[src/asr_pkg.sv]
package asr_pkg;

    localparam int ADDR_W = 3;
    localparam int DATA_W = 8;

    // Register map
    localparam logic [ADDR_W-1:0] ADDR_DATA   = 3'h0;
    localparam logic [ADDR_W-1:0] ADDR_STATUS = 3'h1;
    localparam logic [ADDR_W-1:0] ADDR_CTRL1  = 3'h2;
    localparam logic [ADDR_W-1:0] ADDR_CTRL2  = 3'h3;
    localparam logic [ADDR_W-1:0] ADDR_BAUD   = 3'h4;

    // Status bits
    localparam int ST_TX_EMPTY = 7;
    localparam int ST_TX_DONE  = 6;
    localparam int ST_RX_FULL  = 5;
    localparam int ST_IDLE     = 4;
    localparam int ST_OVERRUN  = 3;
    localparam int ST_NOISE    = 2;
    localparam int ST_FRAMING  = 1;

    // Control 1 bits
    localparam int C1_RX_NINTH = 7;
    localparam int C1_TX_NINTH = 6;
    localparam int C1_WORD_LEN = 4;

    // Control 2 bits
    localparam int C2_TX_EMPTY_IE = 7;
    localparam int C2_TX_DONE_IE  = 6;
    localparam int C2_RX_FULL_IE  = 5;
    localparam int C2_IDLE_IE     = 4;
    localparam int C2_TX_ENABLE   = 3;
    localparam int C2_RX_ON       = 2;
    localparam int C2_SEND_BREAK  = 0;

    localparam logic [7:0] BAUD_RESET = 8'h00;

    // Oversampling: 16 ticks per bit, votes at ticks 7, 8 and 9
    localparam logic [3:0] PHASE_LAST = 4'hf;
    localparam logic [3:0] PHASE_SMPA = 4'h7;
    localparam logic [3:0] PHASE_SMPB = 4'h8;
    localparam logic [3:0] PHASE_SMPC = 4'h9;
    localparam logic [3:0] PHASE_START = 4'h1;

    localparam logic [3:0] FRAME_LEN_8 = 4'ha;
    localparam logic [3:0] FRAME_LEN_9 = 4'hb;
    localparam logic [3:0] STOP_IDX_8  = 4'h9;
    localparam logic [3:0] STOP_IDX_9  = 4'ha;
    localparam logic [3:0] TAIL_LEN    = 4'h1;
    localparam logic [10:0] IDLE_FRAME  = 11'h7ff;
    localparam logic [10:0] BREAK_FRAME = 11'h000;

    typedef enum logic [1:0] {
        TX_OFF   = 2'b00,
        TX_IDLE  = 2'b01,
        TX_SHIFT = 2'b10
    } asr_tx_state_t;

    typedef enum logic [1:0] {
        RX_OFF   = 2'b00,
        RX_HUNT  = 2'b01,
        RX_FRAME = 2'b10
    } asr_rx_state_t;

    typedef struct packed {
        logic [ADDR_W-1:0] addr;
        logic [DATA_W-1:0] wrData;
        logic              wr;
        logic              rd;
    } asr_bus_req_t;

endpackage : asr_pkg

[src/asr_async_serial_tx_rx.sv]
// Overview of operation
// - Transmit 8-bit words, or 9-bit with ninth bit from tx_ninth_bit.
// - Transmit bits leave tx pin least significant bit first.
// - Enabling the transmitter sends one idle frame before data.
// - Empty flag clears only on status access then data write.
// - Empty flag set when holding buffer is free; may request interrupt.
// - Data write while busy goes to holding buffer, loaded at frame end.
// - Data write while idle loads shifter, starts, sets empty flag.
// - Done flag set after each stop bit; may request interrupt.
// - Done flag clears by the same status-then-data-write pair.
// - While send_break is set, break frames of word length go out.
// - After break ends, one high bit is appended.
// - Re-enabling transmitter mid-frame sends idle after current word.
// - Toggling transmitter enable discards the pending held word.
// - Receive 8-bit or 9-bit words; ninth bit kept in rx_ninth_bit.
// - Receive bits shift in least significant bit first.
// - Setting rx_on enables the receiver to hunt for start bits.
// - Completed character goes to rx holding buffer, full flag set.
// - Full flag clears on status access then data read.
// - Framing, noise and overrun errors have separate flags.
// - A received break is reported as a framing error.
// - Idle frame detection sets idle flag and may request interrupt.
// - Character while full sets overrun; holding buffer kept.
module asr_async_serial_tx_rx
    import asr_pkg::*;
(
    input  logic                clk,
    input  logic                rst,
    input  asr_bus_req_t        busReq,
    output logic [DATA_W-1:0]   rdData,
    input  logic                rxPin,
    output logic                txPin,
    input  logic                cpuIrqMask,
    output logic                irqReq
);

    typedef struct packed {
        asr_tx_state_t txState;
        logic [10:0]   txShift;
        logic [3:0]    txBitsLeft;
        logic [3:0]    txPhase;
        logic [8:0]    txHold;
        logic          holdValid, idlePending, lastBreak, txEnPrev, txPinOut;
        asr_rx_state_t rxState;
        logic [3:0]    rxPhase;
        logic [3:0]    rxIndex;
        logic [8:0]    rxShift;
        logic [1:0]    rxVotes;
        logic          noisy;
        logic [7:0]    idleCount;
        logic          idleArm;
        logic [7:0]    rxHold;
        logic          rxNinth;
        logic          txEmpty, txDone, rxFull, idleFlag;
        logic          overrun, noise, framing, statusSeen;
        logic          txNinth, wordLen;
        logic          txEmptyIrqEn, txDoneIrqEn, rxFullIrqEn, idleIrqEn;
        logic          txEnable, rxOn, sendBreak;
        logic [7:0]    baudDiv;
        logic [7:0]    divCount;
        logic          tick;
        logic [7:0]    rdValue;
    } asr_state_t;

    asr_state_t s;
    asr_state_t next_s;

    logic       dataWr;
    logic       dataRd;
    logic       directOk;
    logic       frameEnd;
    logic       rxSample;
    logic       rxDone;
    logic [1:0] voteSum;
    logic       bitVal;
    logic [3:0] stopIdx;

    function automatic logic [3:0] frameLen(input logic nine);
        return nine ? FRAME_LEN_9 : FRAME_LEN_8;
    endfunction

    function automatic logic [10:0] dataFrame(input logic [8:0] d,
                                              input logic       nine);
        return nine ? {1'b1, d, 1'b0} : {2'b11, d[7:0], 1'b0};
    endfunction

    assign dataWr   = busReq.wr && busReq.addr == ADDR_DATA;
    assign dataRd   = busReq.rd && busReq.addr == ADDR_DATA;
    assign stopIdx  = s.wordLen ? STOP_IDX_9 : STOP_IDX_8;
    assign directOk = s.txState == TX_IDLE && s.txEnable && !s.idlePending
                      && !s.sendBreak && !s.lastBreak && !s.holdValid;
    assign frameEnd = s.txState == TX_SHIFT && s.tick
                      && s.txPhase == PHASE_LAST && s.txBitsLeft == TAIL_LEN;
    assign rxSample = s.rxState == RX_FRAME && s.tick
                      && s.rxPhase == PHASE_SMPC;
    assign voteSum  = s.rxVotes + {1'b0, rxPin};
    assign bitVal   = voteSum[1];
    assign rxDone   = rxSample && s.rxIndex == stopIdx && !(s.rxIndex == 4'h0);

    assign rdData = s.rdValue;
    assign txPin  = s.txPinOut;
    assign irqReq = !cpuIrqMask && (
                    (s.txEmpty && s.txEmptyIrqEn)
                    || (s.txDone && s.txDoneIrqEn)
                    || (s.rxFull && s.rxFullIrqEn)
                    || (s.idleFlag && s.idleIrqEn));

    always_comb begin
        next_s = s;

        // Baud tick
        next_s.tick = 1'b0;
        if (s.divCount == 8'h00) begin
            next_s.divCount = s.baudDiv;
            next_s.tick     = 1'b1;
        end else begin
            next_s.divCount = s.divCount - 8'h01;
        end
        // Ordered access pairs; clears come first so sets below win
        if (busReq.rd && busReq.addr == ADDR_STATUS) begin
            next_s.statusSeen = 1'b1;
        end
        if (dataWr || dataRd) begin
            next_s.statusSeen = 1'b0;
        end
        if (dataWr && s.statusSeen) begin
            next_s.txEmpty = 1'b0;
            next_s.txDone  = 1'b0;
        end
        if (dataRd && s.statusSeen) begin
            next_s.rxFull   = 1'b0;
            next_s.idleFlag = 1'b0;
            next_s.overrun  = 1'b0;
            next_s.noise    = 1'b0;
            next_s.framing  = 1'b0;
        end
        // Register writes
        if (busReq.wr) begin
            case (busReq.addr)
                ADDR_CTRL1: begin
                    next_s.txNinth = busReq.wrData[C1_TX_NINTH];
                    next_s.wordLen = busReq.wrData[C1_WORD_LEN];
                end
                ADDR_CTRL2: begin
                    next_s.txEmptyIrqEn = busReq.wrData[C2_TX_EMPTY_IE];
                    next_s.txDoneIrqEn  = busReq.wrData[C2_TX_DONE_IE];
                    next_s.rxFullIrqEn  = busReq.wrData[C2_RX_FULL_IE];
                    next_s.idleIrqEn    = busReq.wrData[C2_IDLE_IE];
                    next_s.txEnable     = busReq.wrData[C2_TX_ENABLE];
                    next_s.rxOn         = busReq.wrData[C2_RX_ON];
                    next_s.sendBreak    = busReq.wrData[C2_SEND_BREAK];
                end
                ADDR_BAUD: begin
                    next_s.baudDiv = busReq.wrData;
                end
                default: begin
                end
            endcase
        end
        // Transmit shifter
        if (s.txState == TX_SHIFT && s.tick) begin
            next_s.txPhase = s.txPhase + 4'h1;
            if (s.txPhase == PHASE_LAST) begin
                next_s.txShift    = {1'b1, s.txShift[10:1]};
                next_s.txBitsLeft = s.txBitsLeft - 4'h1;
            end
        end
        if (frameEnd) begin
            next_s.txDone = 1'b1;
        end
        if (s.txState != TX_SHIFT || frameEnd) begin
            next_s.txPhase = 4'h0;
            if (!s.txEnable) begin
                next_s.txState = TX_OFF;
            end else if (s.idlePending) begin
                next_s.txState     = TX_SHIFT;
                next_s.txShift     = IDLE_FRAME;
                next_s.txBitsLeft  = frameLen(s.wordLen);
                next_s.idlePending = 1'b0;
            end else if (s.sendBreak) begin
                next_s.txState    = TX_SHIFT;
                next_s.txShift    = BREAK_FRAME;
                next_s.txBitsLeft = frameLen(s.wordLen);
                next_s.lastBreak  = 1'b1;
            end else if (s.lastBreak) begin
                next_s.txState    = TX_SHIFT;
                next_s.txShift    = IDLE_FRAME;
                next_s.txBitsLeft = TAIL_LEN;
                next_s.lastBreak  = 1'b0;
            end else if (s.holdValid) begin
                next_s.txState    = TX_SHIFT;
                next_s.txShift    = dataFrame(s.txHold, s.wordLen);
                next_s.txBitsLeft = frameLen(s.wordLen);
                next_s.holdValid  = 1'b0;
                next_s.txEmpty    = 1'b1;
            end else begin
                next_s.txState = TX_IDLE;
            end
        end
        // Data writes to the transmitter
        if (dataWr) begin
            if (directOk) begin
                next_s.txState    = TX_SHIFT;
                next_s.txShift    = dataFrame({s.txNinth, busReq.wrData},
                                              s.wordLen);
                next_s.txBitsLeft = frameLen(s.wordLen);
                next_s.txEmpty    = 1'b1;
            end else begin
                next_s.txHold    = {s.txNinth, busReq.wrData};
                next_s.holdValid = 1'b1;
            end
        end
        // Enable toggle drops the held word; turning the enable on queues an idle frame
        next_s.txEnPrev = s.txEnable;
        if (s.txEnable != s.txEnPrev) begin
            next_s.holdValid = 1'b0;
            next_s.txEmpty   = 1'b1;
            if (s.txEnable) begin
                next_s.idlePending = 1'b1;
            end
        end
        next_s.txPinOut = next_s.txState == TX_SHIFT
                          ? next_s.txShift[0] : 1'b1;
        // Receiver
        case (s.rxState)
            RX_OFF: begin
                if (s.rxOn) begin
                    next_s.rxState = RX_HUNT;
                end
            end
            RX_HUNT: begin
                if (s.tick && !rxPin) begin
                    next_s.rxState   = RX_FRAME;
                    next_s.rxPhase   = PHASE_START;
                    next_s.rxIndex   = 4'h0;
                    next_s.rxVotes   = 2'b00;
                    next_s.noisy     = 1'b0;
                    next_s.idleCount = 8'h00;
                end else if (s.tick && s.idleArm) begin
                    next_s.idleCount = s.idleCount + 8'h01;
                    if (s.idleCount == {frameLen(s.wordLen), 4'h0}) begin
                        next_s.idleFlag = 1'b1;
                        next_s.idleArm  = 1'b0;
                    end
                end
            end
            RX_FRAME: begin
                if (s.tick) begin
                    next_s.rxPhase = s.rxPhase + 4'h1;
                    if (s.rxPhase == PHASE_SMPA
                        || s.rxPhase == PHASE_SMPB) begin
                        next_s.rxVotes = voteSum;
                    end
                end
                if (rxSample) begin
                    next_s.rxVotes = 2'b00;
                    next_s.rxIndex = s.rxIndex + 4'h1;
                    next_s.noisy   = s.noisy
                                     || (voteSum != 2'b00
                                         && voteSum != 2'b11);
                    if (s.rxIndex == 4'h0) begin
                        if (bitVal) begin
                            next_s.rxState = RX_HUNT;
                        end
                    end else if (s.rxIndex != stopIdx) begin
                        next_s.rxShift = {bitVal, s.rxShift[8:1]};
                    end else begin
                        next_s.rxState = RX_HUNT;
                        next_s.idleArm = 1'b1;
                        if (s.rxFull) begin
                            next_s.overrun = 1'b1;
                        end else begin
                            next_s.rxFull  = 1'b1;
                            next_s.rxHold  = s.wordLen
                                             ? s.rxShift[7:0]
                                             : s.rxShift[8:1];
                            next_s.rxNinth = s.wordLen ? s.rxShift[8]
                                                       : s.rxNinth;
                            next_s.noise   = next_s.noise || next_s.noisy;
                            next_s.framing = next_s.framing
                                             || !bitVal;
                        end
                    end
                end
            end
            default: begin
                next_s.rxState = RX_OFF;
            end
        endcase
        if (!s.rxOn) begin
            next_s.rxState = RX_OFF;
            next_s.idleArm = 1'b0;
        end

        // Read data, valid in the cycle after the strobe
        next_s.rdValue = 8'h00;
        if (busReq.rd) begin
            case (busReq.addr)
                ADDR_DATA: begin
                    next_s.rdValue = s.rxHold;
                end
                ADDR_STATUS: begin
                    next_s.rdValue[ST_TX_EMPTY] = s.txEmpty;
                    next_s.rdValue[ST_TX_DONE]  = s.txDone;
                    next_s.rdValue[ST_RX_FULL]  = s.rxFull;
                    next_s.rdValue[ST_IDLE]     = s.idleFlag;
                    next_s.rdValue[ST_OVERRUN]  = s.overrun;
                    next_s.rdValue[ST_NOISE]    = s.noise;
                    next_s.rdValue[ST_FRAMING]  = s.framing;
                end
                ADDR_CTRL1: begin
                    next_s.rdValue[C1_RX_NINTH] = s.rxNinth;
                    next_s.rdValue[C1_TX_NINTH] = s.txNinth;
                    next_s.rdValue[C1_WORD_LEN] = s.wordLen;
                end
                ADDR_CTRL2: begin
                    next_s.rdValue[C2_TX_EMPTY_IE] = s.txEmptyIrqEn;
                    next_s.rdValue[C2_TX_DONE_IE]  = s.txDoneIrqEn;
                    next_s.rdValue[C2_RX_FULL_IE]  = s.rxFullIrqEn;
                    next_s.rdValue[C2_IDLE_IE]     = s.idleIrqEn;
                    next_s.rdValue[C2_TX_ENABLE]   = s.txEnable;
                    next_s.rdValue[C2_RX_ON]       = s.rxOn;
                    next_s.rdValue[C2_SEND_BREAK]  = s.sendBreak;
                end
                ADDR_BAUD: begin
                    next_s.rdValue = s.baudDiv;
                end
                default: begin
                end
            endcase
        end
    end

    always_ff @(posedge clk or posedge rst) begin
        if (rst) begin
            s          <= '0;
            s.txState  <= TX_OFF;
            s.rxState  <= RX_OFF;
            s.txPinOut <= 1'b1;
            s.txEmpty  <= 1'b1;
            s.txDone   <= 1'b1;
            s.baudDiv  <= BAUD_RESET;
        end else begin
            s <= next_s;
        end
    end
endmodule : asr_async_serial_tx_rx

[config.mk]
export PLATFORM = sky130hd
export DESIGN_NAME = asr_async_serial_tx_rx
export DESIGN_NICKNAME = d
export VERILOG_FILES = /design/src/asr_pkg.sv /design/src/asr_async_serial_tx_rx.sv
export SDC_FILE = /design/constraint.sdc
export NUM_CORES = 1
export LEC_CHECK = 0
export ABC_AREA = 1
export BUFFER_PORTS_ARGS = -buffer_cell sky130_fd_sc_hd__buf_2
export CAP_MARGIN = 30
export CORE_ASPECT_RATIO = 0.7
export CORE_UTILIZATION = 59
export CTS_CLUSTER_SIZE = 14
export DETAILED_ROUTE_END_ITERATION = 6
export HOLD_SLACK_MARGIN = 0.08
export PLACE_DENSITY = 0.87
export SYNTH_ARGS = -nofsm -noshare
export SYNTH_HDL_FRONTEND = slang
export SYNTH_SLANG_ARGS = --single-unit
[constraint.sdc]
create_clock -name clk -period 12.6 [get_ports clk]
set_clock_uncertainty 0.05 [all_clocks]
set_input_delay 3.15 -clock clk [delete_from_list [all_inputs] [get_ports clk]]
set_output_delay 3.15 -clock clk [all_outputs]
set_load 0.1 [all_outputs]
==> reports/results.ini <==
[sta]
rsz0062_at_grt=false
fmax_ghz=0.1434
slew_viol_final=0
fin_hold_ws_ns=0.4175
tightest_slew_ns=0.6761
max-slew-margin-rel_pct=54.78
period_share_pct=55.34
finalSetupTns_ns=0
fin_crit_ns=6.973
setup_viol_count_final=0
hold_violations=0
setup_ws_ns=5.627

[detailed_routing]
met2_length_mm=6.909
postRouteAntennaNets=0
met1_length_mm=6.358
highest_layer=met4
viasPerCell=5.880
vias=5292
dr.first_iter.drc_count=721
drtPass1Iterations=5
drc_errors=0
met3_length_mm=1.306
wl_mm=14.94
wl_per_cell_um=16.59

[grt]
grt_pass1_wl_mm=24.28
grtUsageTotal_pct=30.25
globalRouteOverflowTotal=0
antenna_found_initial=0
grt_pass1_vias=5018
grt_max_degree=81

[job]
maxCapViolations=0

[placed_design]
post-place-ws_ns=5.622
dpl.hpwl_mm=9.947
dp.cells=869
placed_area_um2=6241
io_buffers=26
place.gp.congestion=0.9685

[clock_tree]
path_clk_slew_ns=0.05
cts_max_path_buffers=2
cts_made_buffers=17
tritoncts=yes
hold_buffers=0
cts_sinks=117
clk-insertion-delay-late_ns=0.42
cts_resized=0
clock-root-buffer=clkbuf_16
htreeDepth=4
post_cts_buffers=0

[critical_path]
cp_max_fo=1
cp.arrival_ns=3.77
crit_chain=buf_2, a21oi_1, buf_2
crit_top_cell=buf_2
slowest_stage=buf_2
crit_family=buffers and inverters
crit_path_end_kind=primary output
path_buf_inv=2
critPathLaunchType=input port
path_class=in -> out
max_stage_delay_ns=0.43
critPathRequiredTime_ns=9.40

[power]
worst_ir_drop_vdd_mv=0.1222
internal_power_uw=810.5
p_seq_share_pct=41.1
power_mw=1.157
clkPwrFrac_pct=42.6
leakage_nw=3.533
p_sw_share_pct=29.96
comb_power_share_pct=16.4
p_per_area_nw_per_um2=168.5
switchingPower_uw=346.7

[synthesis]
synth_edf_count=0
avgSynthCellArea_um2=8.262
ys_seq_area_share_pct=48.21
syn_inst=736
ys_seq_elements=117
yosysWarnings=0
synth.net_count=770
synth_ff_type=dfrtp_1
synth.distinct_cells=45
synth.cell_area_um2=6081
async_flop_share_pct=100.0

[die]
chipHeight_um=86.94
die-area_um2=10720
die_w_um=123.3
pin_count=27
placementRows=30
initial_core_util_pct=61.83
core_um2=9834

[layout]
insertedDiodeCount=0
finalNonFillerCells=900
nets=795
drive_gt1_share_pct=12.05
final_cell_mix=nand2_1 (180), dfrtp_1 (114), o21ai_0 (95)
layout_commonest_cell=nand2_1
final_util_pct=69.83
fillers=747
area_growth_pct=12.94
final_area_um2=6868

[outcome]
status=finished, final reports clean

[hold_path]
hold_path.class=reg -> reg

==> path summary, 6_finish.rpt <==
check	start	endpoint	slack [ns]	depth (start not counted)
worst max-delay path	cpuIrqMask	irqReq	5.63	3
worst min-delay path	s[83]	register	0.42	1
worst max register to register	s[32]	s[50]	10.02	7
worst min register to register	s[83]	register	0.42	1
max in group asynchronous	rst	s[15]	8.85	4
min in group asynchronous	rst	s[79]	2.71	2
==> area by class of cell <==
| type | count | area [µm²] | area share, % |
|---|---|---|---|
| flip-flops and latches | 117 | 2932 | 42.69 |
| multi-input cells | 498 | 2635 | 38.37 |
| clock buffers | 22 | 474.2 | 6.905 |
| inverters | 99 | 376.6 | 5.484 |
| repair buffers | 28 | 165.2 | 2.405 |
| well taps | 128 | 160.2 | 2.332 |
| clock inverters | 8 | 125.1 | 1.822 |
==> layer usage <==
metal	up-vias	global-route usage, %
met1	2537	40.82
met5	-	0
met3	39	7.919
met2	296	47.23
li1	2420	-
met4	0	11.17
==> cell families after synthesis <==
logic type                 Yosys count  share of synthesized area [%]
AOI/OAI and AO/OA                  135                          12.74
xor gates and xnor gates            16                          2.304
adders and majority gates           17                          3.498
buffers and inverters              121                          8.457
DFF                                117                          48.21
and+or+nand+nor                    330                          24.79
==> cells in the mapped netlist (3+ instances only) <==
cell type  count  area share [%]
dfstp_2        3             1.3
nor3_1        12            0.99
nand2_1      180              11
nor2_1        55             3.4
nand2_2        4            0.41
o21ai_0       95             7.8
inv_1         91             5.6
nand2_4        6             1.1
buf_2          7            0.58
a21oi_1       12            0.99
xor2_1        10             1.4
inv_2          6            0.37
o211ai_1       7            0.86
nand4_1        3            0.31
xnor2_1        6            0.86
ha_1          17             3.5
o22ai_1        3            0.31
buf_4         11             1.4
clkbuf_1       3            0.19
dfrtp_1      114              47
nand3_1       56             4.6
==> power by group through the flow <==
stage | Combinational, mW | Sequential (mW) | Clock [mW]
final | 0.189 | 0.475 | 0.492
after global routing | 0.215 | 0.481 | 0.513
after CTS | 0.186 | 0.473 | 0.493
after detailed placement | 0.181 | 0.477 | 0
after global placement | 0.168 | 0.474 | 0
after floorplan | 0.148 | 0.459 | 0
==> sequential cells by signal, summed over array words and instances, names as in the netlist, named ones only <==
signal and cells:
txPin 1, s 106, rdData 8, next_s 1
(Power assumes the default switching activity.)
